File: src/fmac_pkg.sv
// Package for the fault mask and converter monitor control registers.
// Assumes an 8-bit register port with byte addresses from a serial front end.
package fmac_pkg;

  // Register offsets
  localparam logic [7:0] OFS_MASK_A = 8'h2C;
  localparam logic [7:0] OFS_MASK_B = 8'h2D;
  localparam logic [7:0] OFS_MON_CTRL = 8'h2E;

  // Reset values
  localparam logic [7:0] RST_MASK_A = 8'h00;
  localparam logic [7:0] RST_MASK_B = 8'h00;
  localparam logic [7:0] RST_MON_CTRL = 8'h30;

  // Writable bits of the second mask; bits 1-0 are read-only zero
  localparam logic [7:0] WMASK_MASK_B = 8'hFC;

  // Field positions in the first mask register
  localparam int BIT_BATT_CUR_REG = 7;
  localparam int BIT_BUS_OV = 6;
  localparam int BIT_BATT_OV = 5;
  localparam int BIT_BUS_OC = 4;
  localparam int BIT_BATT_OC = 3;
  localparam int BIT_CONV_OC = 2;
  localparam int BIT_IN2_OV = 1;
  localparam int BIT_IN1_OV = 0;

  // Field positions in the second mask register
  localparam int BIT_RAIL_SHORT = 7;
  localparam int BIT_RAIL_OV = 6;
  localparam int BIT_SRC_OV = 5;
  localparam int BIT_SRC_UV = 4;
  localparam int BIT_SPARE_B3 = 3;
  localparam int BIT_THERM_SD = 2;

  // Field positions in the monitor control register
  localparam int BIT_MON_EN = 7;
  localparam int BIT_MON_ONESHOT = 6;
  localparam int BIT_SPEED_HI = 5;
  localparam int BIT_SPEED_LO = 4;
  localparam int BIT_AVG = 3;
  localparam int BIT_AVG_SEED = 2;

  // Fault event count: 8 in the first register, 6 in the second
  localparam int N_EVENTS = 14;

  // Resolution code of the sample speed field
  typedef enum logic [1:0] {
    RES15 = 2'h0,
    RES14 = 2'h1,
    RES13 = 2'h2,
    RES12 = 2'h3
  } fmac_res_type;

  // Register write request from the serial port
  typedef struct packed {
    logic       wrEn;
    logic [7:0] addr;
    logic [7:0] data;
  } fmac_wr_type;

  // Decoded monitor configuration
  typedef struct packed {
    logic         enable;
    logic         oneShot;
    fmac_res_type resolution;
    logic         averaging;
    logic         seedFresh;
  } fmac_mon_type;

  // True when the address is one of the two fault mask registers
  function automatic logic isMaskedAddr(input logic [7:0] a);
    isMaskedAddr = (a == OFS_MASK_A) || (a == OFS_MASK_B);
  endfunction

endpackage : fmac_pkg

File: src/fmac_irq_gate.sv
// Gates fault events with the mask bits and forms one interrupt pulse.
// Assumes events are one-cycle pulses synchronous to core_clk.
`timescale 1ns/1ns
module fmac_irq_gate #(
  parameter int N = 14
) (
  input  wire logic         core_clk,
  input  wire logic         rst,
  input  wire logic [N-1:0] events,
  input  wire logic [N-1:0] block,
  output logic              irqPulse
);
  import fmac_pkg::*;

  // Refuse a width that does not match the event map
  if (N != N_EVENTS) begin : g_chk
    $error("fmac_irq_gate: N must equal N_EVENTS");
  end

  // Any unblocked event pulses the output one cycle later
  always_ff @(posedge core_clk) begin
    if (rst) begin
      irqPulse <= 1'b0;
    end else begin
      irqPulse <= |(events & ~block);
    end
  end

  // An unblocked event must pulse the output next cycle
  a_gate_pass: assert property ( // RQ1 RQ8 RQ11
    @(posedge core_clk) disable iff (rst)
    |(events & ~block) |=> irqPulse)
    else $error("unblocked event gave no pulse");
  // Fully blocked events must stay silent
  a_gate_block: assert property ( // RQ2 RQ9 RQ10
    @(posedge core_clk) disable iff (rst)
    !(|(events & ~block)) |=> !irqPulse)
    else $error("blocked event pulsed interrupt");

endmodule // fmac_irq_gate

File: src/fmac_monitor_cfg.sv
// Decodes the monitor control byte into a configuration struct.
// Assumes the byte comes straight from the control register.
`timescale 1ns/1ns
module fmac_monitor_cfg (
  input  wire logic             core_clk,
  input  wire logic             rst,
  input  wire logic [7:0]       ctrlByte,
  output fmac_pkg::fmac_mon_type cfg
);
  import fmac_pkg::*;

  // Registered decode keeps the output a flop
  always_ff @(posedge core_clk) begin
    if (rst) begin
      cfg <= '{1'b0, 1'b0, RES12, 1'b0, 1'b0};
    end else begin
      cfg.enable     <= ctrlByte[BIT_MON_EN]; // RQ19
      cfg.oneShot    <= ctrlByte[BIT_MON_ONESHOT]; // RQ15
      // RQ16
      cfg.resolution <= fmac_res_type'(ctrlByte[BIT_SPEED_HI:BIT_SPEED_LO]);
      cfg.averaging  <= ctrlByte[BIT_AVG]; // RQ17
      cfg.seedFresh  <= ctrlByte[BIT_AVG_SEED]; // RQ18
    end
  end

endmodule // fmac_monitor_cfg

File: src/fmac_regs.sv
// Fault mask and converter monitor control register bank.
// Assumes a serial front end delivering byte writes and read addresses,
// fault detectors giving one-cycle event pulses, and a watchdog pulse.
//
// Behaviour
// RQ1 - Mask A bit7 blocks battery current regulation IRQ
// RQ2 - Mask A bit6 blocks bus overvoltage IRQ
// RQ3 - Mask A bit5 blocks battery overvoltage IRQ
// RQ4 - Mask A bit4 blocks bus overcurrent IRQ
// RQ5 - Mask A bit3 blocks battery overcurrent IRQ
// RQ6 - Mask A bit2 blocks converter overcurrent IRQ
// RQ7 - Mask A bits1,0 block input2, input1 overvoltage
// RQ8 - Mask B bit7 blocks rail short IRQ
// RQ9 - Mask B bit6 blocks rail overvoltage IRQ
// RQ10 - Mask B bits5,4 block source-mode over/undervoltage
// RQ11 - Mask B bit2 blocks thermal shutdown IRQ
// RQ12 - Mask A at 2Ch, resets to zero
// RQ13 - Mask B at 2Dh, zero; bits1-0 read zero
// RQ14 - Monitor control at 2Eh, resets to 30h
// RQ15 - Bit6: continuous when 0, one-shot when 1
// RQ16 - Bits5-4 select resolution 15 down to 12
// RQ17 - Bit3: single value or running average
// RQ18 - Bit2: seed average from register or fresh
// RQ19 - Bit7 enables monitor; watchdog also clears it
// RQ20 - Register reset restores all fields; reserved read zero; control bits 1-0 here store and read back written data
`timescale 1ns/1ns
module fmac_regs (
  input  wire logic                     core_clk,
  input  wire logic                     rst,
  input  wire logic                     regReset,
  input  wire logic                     watchdogExpired,
  input  wire fmac_pkg::fmac_wr_type    wrReq,
  input  wire logic [7:0]               rdAddr,
  input  wire logic [7:0]               battCurrentRegEvent,
  input  wire logic [5:0]               railEvent,
  output logic [7:0]                    rdData,
  output logic                          irqPulse,
  output fmac_pkg::fmac_mon_type        monitorCfg
);
  import fmac_pkg::*;

  // Register state
  logic [7:0] maskA_q;       // First fault mask
  logic [7:0] maskB_q;       // Second fault mask
  logic [7:0] monCtrl_q;     // Monitor control
  logic [7:0] rdData_d;      // Read mux output
  logic [N_EVENTS-1:0] events;  // Event vector, A in top byte
  logic [N_EVENTS-1:0] blocks;  // Matching block bits

  // Write strobes per register
  logic wrA;
  logic wrB;
  logic wrC;

  // Address decode of writes
  always_comb begin
    wrA = 1'b0;
    wrB = 1'b0;
    wrC = 1'b0;
    if (wrReq.wrEn && wrReq.addr == OFS_MASK_A) begin
      wrA = 1'b1; // RQ12
    end else if (wrReq.wrEn && wrReq.addr == OFS_MASK_B) begin
      wrB = 1'b1; // RQ13
    end else if (wrReq.wrEn && wrReq.addr == OFS_MON_CTRL) begin
      wrC = 1'b1; // RQ14
    end
  end

  // First fault mask; software reset wins over a write
  always_ff @(posedge core_clk) begin
    if (rst || regReset) begin
      maskA_q <= RST_MASK_A; // RQ12 RQ20
    end else if (wrA) begin
      maskA_q <= wrReq.data;
    end
  end

  // Second fault mask; low two bits never store a one
  always_ff @(posedge core_clk) begin
    if (rst || regReset) begin
      maskB_q <= RST_MASK_B; // RQ13 RQ20
    end else if (wrB) begin
      maskB_q <= wrReq.data & WMASK_MASK_B; // RQ13
    end
  end

  // Monitor control; the watchdog only drops the enable bit
  always_ff @(posedge core_clk) begin
    if (rst || regReset) begin
      monCtrl_q <= RST_MON_CTRL; // RQ14 RQ20
    end else begin
      if (wrC) begin
        monCtrl_q <= wrReq.data;
      end
      // Watchdog overrides a same-cycle write of the enable
      if (watchdogExpired) begin
        monCtrl_q[BIT_MON_EN] <= 1'b0; // RQ19
      end
    end
  end

  // Read mux; bits 1-0 of the control byte are writable scratch
  always_comb begin
    rdData_d = 8'h00;
    if (rdAddr == OFS_MASK_A) begin
      rdData_d = maskA_q;
    end else if (rdAddr == OFS_MASK_B) begin
      rdData_d = maskB_q & WMASK_MASK_B; // RQ13 RQ20
    end else if (rdAddr == OFS_MON_CTRL) begin
      rdData_d = monCtrl_q;
    end
  end

  // Registered read data
  always_ff @(posedge core_clk) begin
    if (rst) begin
      rdData <= 8'h00;
    end else begin
      rdData <= rdData_d;
    end
  end

  // Event map: first-mask events in positions 13..6 of the vector
  // Events index 7..0 of battCurrentRegEvent follow mask A bit order
  always_comb begin
    events = {battCurrentRegEvent, railEvent};
    // RQ1 RQ2 RQ3 RQ4 RQ5 RQ6 RQ7
    blocks[13:6] = maskA_q;
    // Rail short, rail OV, source OV, source UV, spare, thermal
    // RQ8 RQ9 RQ10 RQ11
    blocks[5:0] = {maskB_q[BIT_RAIL_SHORT], maskB_q[BIT_RAIL_OV],
                   maskB_q[BIT_SRC_OV], maskB_q[BIT_SRC_UV],
                   maskB_q[BIT_SPARE_B3], maskB_q[BIT_THERM_SD]};
  end

  // Mask gate and pulse former
  fmac_irq_gate #(
    .N (N_EVENTS)
  ) u_gate (
    .core_clk (core_clk),
    .rst      (rst),
    .events   (events),
    .block    (blocks),
    .irqPulse (irqPulse)
  );

  // Monitor configuration decode
  // RQ15 RQ16 RQ17 RQ18 RQ19
  fmac_monitor_cfg u_cfg (
    .core_clk (core_clk),
    .rst      (rst),
    .ctrlByte (monCtrl_q),
    .cfg      (monitorCfg)
  );

  // Assertions
  a_reset_masks: assert property ( // RQ12 RQ20
    @(posedge core_clk) disable iff (rst)
    regReset |=> (maskA_q == RST_MASK_A && maskB_q == RST_MASK_B))
    else $error("masks not cleared by register reset");
  a_reset_ctrl: assert property ( // RQ14
    @(posedge core_clk) disable iff (rst)
    regReset |=> monCtrl_q == RST_MON_CTRL)
    else $error("control not 30h after register reset");
  a_resb_zero: assert property ( // RQ13
    @(posedge core_clk) disable iff (rst)
    rdAddr == OFS_MASK_B |=> rdData[1:0] == 2'h0)
    else $error("mask B reserved bits read nonzero");
  a_wdog_clear: assert property ( // RQ19
    @(posedge core_clk) disable iff (rst)
    watchdogExpired && !regReset |=> !monCtrl_q[7] ##1 !monitorCfg.enable)
    else $error("watchdog did not clear enable");
  a_batt_cur_block: assert property ( // RQ1
    @(posedge core_clk) disable iff (rst)
    battCurrentRegEvent == 8'h80 && railEvent == 6'h00 && maskA_q[7]
    |=> !irqPulse)
    else $error("blocked current regulation pulsed");
  a_therm_pass: assert property ( // RQ11
    @(posedge core_clk) disable iff (rst)
    railEvent[0] && !maskB_q[2] |=> irqPulse)
    else $error("thermal event gave no pulse");
  a_rail_short: assert property ( // RQ8
    @(posedge core_clk) disable iff (rst)
    railEvent == 6'h20 && battCurrentRegEvent == 8'h00 && maskB_q[7]
    |=> !irqPulse)
    else $error("blocked rail short pulsed");
  a_cfg_follow: assert property ( // RQ16
    @(posedge core_clk) disable iff (rst)
    wrC && !regReset && !watchdogExpired
    |=> ##1 (monitorCfg.oneShot == $past(wrReq.data[6], 2) &&
    monitorCfg.resolution == $past(wrReq.data[5:4], 2) &&
    monitorCfg.averaging == $past(wrReq.data[3], 2) &&
    monitorCfg.seedFresh == $past(wrReq.data[2], 2)))
    else $error("monitor config not following write");

  c_mask_write: cover property (@(posedge core_clk) wrA ##1 !rst);
  c_irq: cover property (@(posedge core_clk) irqPulse);
  c_wdog: cover property (@(posedge core_clk)
    monCtrl_q[7] ##1 watchdogExpired);

endmodule // fmac_regs

File: config.mk
export PLATFORM = sky130hd
export DESIGN_NAME = fmac_regs
export DESIGN_NICKNAME = d
export VERILOG_FILES = /design/src/fmac_pkg.sv /design/src/fmac_irq_gate.sv /design/src/fmac_monitor_cfg.sv /design/src/fmac_regs.sv
export SDC_FILE = /design/constraint.sdc
export NUM_CORES = 1
export LEC_CHECK = 0
export BUFFER_PORTS_ARGS = -buffer_cell sky130_fd_sc_hd__buf_2
export CORE_MARGIN = 5
export CORE_UTILIZATION = 48
export CTS_CLUSTER_DIAMETER = 100
export DETAILED_ROUTE_END_ITERATION = 8
export PLACE_DENSITY = 0.78
export REMOVE_ABC_BUFFERS = 1
export SLEW_MARGIN = 20
export SYNTH_ARGS = -nofsm -noshare
export SYNTH_HDL_FRONTEND = slang
export SYNTH_HIERARCHICAL = 1
export SYNTH_SLANG_ARGS = --single-unit
File: constraint.sdc
create_clock -name core_clk -period 1.6 [get_ports core_clk]
set_input_delay 0.08 -clock core_clk [delete_from_list [all_inputs] [get_ports core_clk]]
set_output_delay 0.08 -clock core_clk [all_outputs]
set_load 0.02 [all_outputs]
== Word-level counts from Yosys, hierarchy flattened ==
Index checks and enable logic that the tools add are counted.

* Equal/unequal tests: 6
* Muxes and demuxes: 9
* Bitwise gates (word level): 2
* Reductions and logical operators: 6

{| class="wikitable"
|+ Operators with widths
! operator !! count
|-
| $eq 8x6->1 const B || 6
|-
| $mux 8 || 3
|-
| $and 14x14->14 || 1
|-
| $not 14->14 || 1
|-
| $reduce_or 14->1 || 1
|-
| $mux 1 || 6
|-
| $logic_and 1x1->1 || 3
|-
| $reduce_or 2->1 || 1
|-
| $logic_or 1x1->1 || 1
|}

* Register bits after elaboration: 37
* Input bits: 43
* Output and inout port bits: 15
* Logic and storage cells: 34

== Depth between registers and ports, before layout ==
* Depth after elaboration: 5
* Mapped depth: 5
* Gate-level depth less buffers: 4

== Hierarchy ==
The synthesis kept the hierarchy.

{| class="wikitable"
|+ By module, submodules not included
! module !! instances !! cells an instance !! area each (um2) !! seq. area each (um2)
|-
| fmac_regs || 1 || 127 || 1257.5 || 600.6
|-
| fmac_monitor_cfg || 1 || 12 || 157.7 || 120.1
|-
| fmac_irq_gate || 1 || 24 || 132.6 || 20.0
|}

== Least setup slack after synthesis ==
No wires, ideal clock.

* Path kind: input to register
* Start: input wrReq[12] (netlist bit)
* End: register monCtrl_q[4]
* Setup time: 0.124 ns
* Arrival: 1.271 ns
* Data required time: 1.476 ns
* Slack: 0.205 ns
* Cell stages on the path: 4
* Buffers on the path: 1
* Path through: or4b_4 -> or3_1 -> buf_6 -> mux2i_1

* Cells in the longest elaborated chain, start to end: 5
* Elaborated cells between the ends (all ways): 9
* Those cells by class: eq/ne: 3; mux: 3; reduce/logical: 3

{| class="wikitable"
|+ RTL lines
! what !! RTL line !! source
|-
| start, declared || fmac_regs.sv:32 || <nowiki>input wire fmac_pkg::fmac_wr_type wrReq,</nowiki>
|-
| $eq 8x6->1 || fmac_regs.sv:64 || <nowiki>end else if (wrReq.wrEn && wrReq.addr == OFS_MON_CTRL) begin</nowiki>
|-
| $logic_and 1x1->1 || fmac_regs.sv:64 ||
|-
| $mux 1 || fmac_regs.sv:64 ||
|-
| $mux 1 || fmac_regs.sv:62 || <nowiki>end else if (wrReq.wrEn && wrReq.addr == OFS_MASK_B) begin</nowiki>
|-
| $mux 1 * || fmac_regs.sv:60 || <nowiki>if (wrReq.wrEn && wrReq.addr == OFS_MASK_A) begin</nowiki>
|-
| end signal, assigned || fmac_regs.sv:93 || <nowiki>monCtrl_q <= wrReq.data;</nowiki>
|-
| end, declared || fmac_regs.sv:45 || <nowiki>logic [7:0] monCtrl_q;</nowiki>
|}

Mark *: on every way between the ends. The rest lies on a longest branch, timed or not.
A chain may end at the register's enable or synchronous reset.

== Worst setup path after layout ==
* Start: input watchdogExpired
* End: register monCtrl_q[7]

* Cells in the longest elaborated chain, start to end: 1

{| class="wikitable"
|+ RTL lines
! what !! RTL line !! source
|-
| start, declared || fmac_regs.sv:31 || <nowiki>input wire logic watchdogExpired,</nowiki>
|-
| $reduce_or 2->1 (no line) || -- ||
|}

No other way between the ends.

==> summary.txt <==
Yosys
  • Sequential-to-total area share from yosys stat: 0.479
  • Post-Syn Area: 1550 um2
  • Synth Register Bits: 37
  • Syn Inst Count: 163
  • Synth top cells by count: 37 x dfxtp_1, 30 x mux2i_1, 29 x nand2_1, 16 x inv_1
  • Most common flop cell mapped by yosys: dfxtp_1
  • Number of synthesis warnings: 6
  • Synth top area cells: dfxtp_1 48%, mux2i_1 19%, nand2_1 7.0%
  • Post-synth top area share: 0.479
  • Area leader, netlist: dfxtp_1
  • Syn_area_per_cell: around 9.5 um2
  • Most common cell in the synthesized netlist: dfxtp_1
  • Yosys cell types: 22
  • Number of enable flip-flop cells after synthesis: 0
  • Ys async rst share: 0

Routing
  • Starting DRT DRC Count: 54
  • Remaining DRCs: 0
  • Routed wire length: about 3.8 mm
  • Via/cell ratio: ~4.9
  • Drt wl/cell: 13.7 um
  • M1 wire length: 1.56 mm
  • DR vias: 1377
  • Antenna viol nets, final: 0
  • Uppermost layer routed: met4
  • Met2 routed WL: about 2.0 mm
  • Drt first pass iters: 5
  • Routed wl met3: 267 um

Timing
  • Setup violations, final: 0
  • Post-layout min period: 1.38 ns
  • Rel. slew slack: 0.644
  • Final Hold Vio Count: 0
  • Clk_skew: 0.00962 ns
  • RSZ-0062 raised after global routing: false
  • Pins Over Slew Limit: 0
  • Sum of negative setup slack: 0 ns
  • Max Clk Rate: 722 MHz
  • Least-Margin Pin Slew: 0.532 ns
  • Final period util: 0.865

Setup path
  • Crit-path max FO: 2
  • Reg2reg setup slack: roughly 0.55 ns
  • R2R depth: 3
  • Arr. time, crit path: roughly 1.7 ns
  • Worst path slowest cell: dlygate4sd3_1
  • RR Endpoint: u_gate/irqPulse
  • Startpoint Class: primary input
  • Worst path cell trace: dlygate4sd3_1 -> buf_2 -> nor3_1 -> nand2_1 -> dlygate4sd3_1 -> mux2i_1
  • Most used cell, CP: dlygate4sd3_1
  • CP required: 1.89 ns
  • WS Path Type: primary input to flop
  • Worst flop-to-flop path startpoint: maskB_q[4]
  • CP startpoint: watchdogExpired
  • CP Capture Type: flop
  • Critical Path Max Stage Delay: around 0.56 ns

Power and ir drop
  • Leak: approximately 0.95 nW
  • Power per cell area: around 860 nW/um2
  • Worst vdd ir: about 0.0005 V
  • Power consumption: 1.76 mW

Die
  • Core ar.: about 3000 um2
  • Core Rows: 20
  • Initial core utilization: 0.503
  • I/O pin total: between 50 and 60
  • Die X: around 67 um
  • Die Area: 4460 um2
  • DIE HEIGHT: 66.8 um

Global routing
  • Tot GR Track Use: 0.184
  • Pin count of the biggest net entering global routing: 28
  • Via count of the first global-routing pass: 1369
  • First-pass GRT wire length: about 6.0 mm
  • Grt ovf: 0
  • Initial antenna violation count: 0

Hold path
  • Hold Crit Start: wrReq[6]
  • Hold Path Class: primary input to flop
  • Hold-critical path endpoint: maskB_q[6]
  • Worst Hold Path Cells: 3

Layout
  • Fillcell total: 275
  • Nets@finish: 277
  • Syn-to-layout area delta: 33.2%
  • Layout Cell Area excl Fill: 2060 um2
  • Share of layout cells above drive strength 1: 0.315
  • Final core utilization: 0.670
  • N_diodes: 0

Clocking
  • Cts repair resizes: 0
  • Num CTS Buffers: 5
  • Clock tree from TritonCTS: built
  • Clk_lat worst skew: about 0.35 ns
  • Deepest clock path buffer count: 2
  • Root Driver: clkbuf_4
  • H-Tree Level Count: 2
  • Sinks on Clock Net: 37
  • CTS clk-pin slew, worst paths: 0.12 ns

Placement
  • Gpl congestion: 0.771
  • Dpl cell area: 1900 um2
  • Port Buffers: 57
  • Final HPWL DP: 2.83 mm

Status
  • Outcome: finished, final reports clean

Flow run
  • Max-Cap Viols: 0
-- kinds of logic (layout without fill, tap and decap cells) --
group | after synthesis | count (layout) | synth area share
flops | 37 | 37 | 0.479
compound gates | 14 | 14 | 0.0695
buf+inv | 22 | 94 | 0.0582
mux | 30 | 30 | 0.194
simple gates | 60 | 60 | 0.200
-- routing by layer --
| metal | global-route usage | vias to the layer above |
|---|---|---|
| met1 | 0.207 | 623 |
| met5 | 0 | - |
| met2 | 0.321 | 53 |
| met3 | 0.0590 | 6 |
| met4 | 0.0685 | 0 |
| li1 | - | 695 |
-- metrics by stage --
| step | setup WS (ns) | hold WS [ns] | cells |
|---|---|---|---|
| final | 0.216 | 0.0191 | 279 |
| after global routing | 0.129 | 0.00143 | 279 |
| after CTS | 0.239 | 0.00368 | 279 |
| after detailed placement | 0.0369 | 0.346 | 264 |
| after global placement | 0.0628 | 0.343 | 264 |
| after floorplan | 0.127 | 0.149 | 157 |
-- cell type report --
type	count	area [um2]	area share
Inverter	16	60.1	0.0291
Multi-Input combinational cell	104	717	0.348
Timing Repair Buffer	70	400	0.194
Clock buffer	6	51.3	0.0249
Sequential cell	37	741	0.359
Tap cell	44	55.1	0.0267
Clock inverter	2	37.5	0.0182
-- worst max-delay path by stage --
stage                        end  cells past startpoint
CTS                 monCtrl_q[7]                      6
global route        monCtrl_q[7]                      6
floorplan           monCtrl_q[0]                      3
finish              monCtrl_q[7]                      6
detailed placement  monCtrl_q[4]                      5
global placement    monCtrl_q[4]                      5
-- report_power, final --
part           switching (mW)  internal, mW
sequential           0.000446         0.922
combinational          0.0731        0.0761
clock                   0.321         0.371
total                   0.394          1.37
-- cells in the final DEF, fill, tap and decap left out, types with 5 or more instances in the layout --
| cell type | synthesis | routed |
|---|---|---|
| clkbuf_4 | 0 | 5 |
| nor2_1 | 8 | 8 |
| a2bb2oi_1 | 6 | 6 |
| nor2b_1 | 5 | 5 |
| buf_2 | 0 | 57 |
| mux2i_1 | 30 | 30 |
| inv_1 | 16 | 16 |
| o22ai_1 | 5 | 5 |
| dlygate4sd3_1 | 0 | 7 |
| buf_4 | 0 | 6 |
| nand2_1 | 29 | 29 |
| nor3_1 | 8 | 8 |
| dfxtp_1 | 37 | 37 |
-- timing repair --
action | 4_1_cts | 5_1_grt
hold buffers | 7 | 0
buffers inserted | 0 | 0
hold endpoints to repair | 8 | 0
-- flip-flops by register name, indices dropped and copies added (netlist names) --
signal,count
maskA_q,8
u_cfg/cfg,6
rdData,8
maskB_q,6
monCtrl_q,8
u_gate/irqPulse,1
-- critical path: cells and delay by family --
| family | cells | cell delay (ns) |
|---|---|---|
| and+or+nand+nor | 2 | 0.28 |
| buffers and inverters | 3 | 1.21 |
| muxes | 1 | 0.12 |
Note: power is estimated with default switching activity, not from simulation.
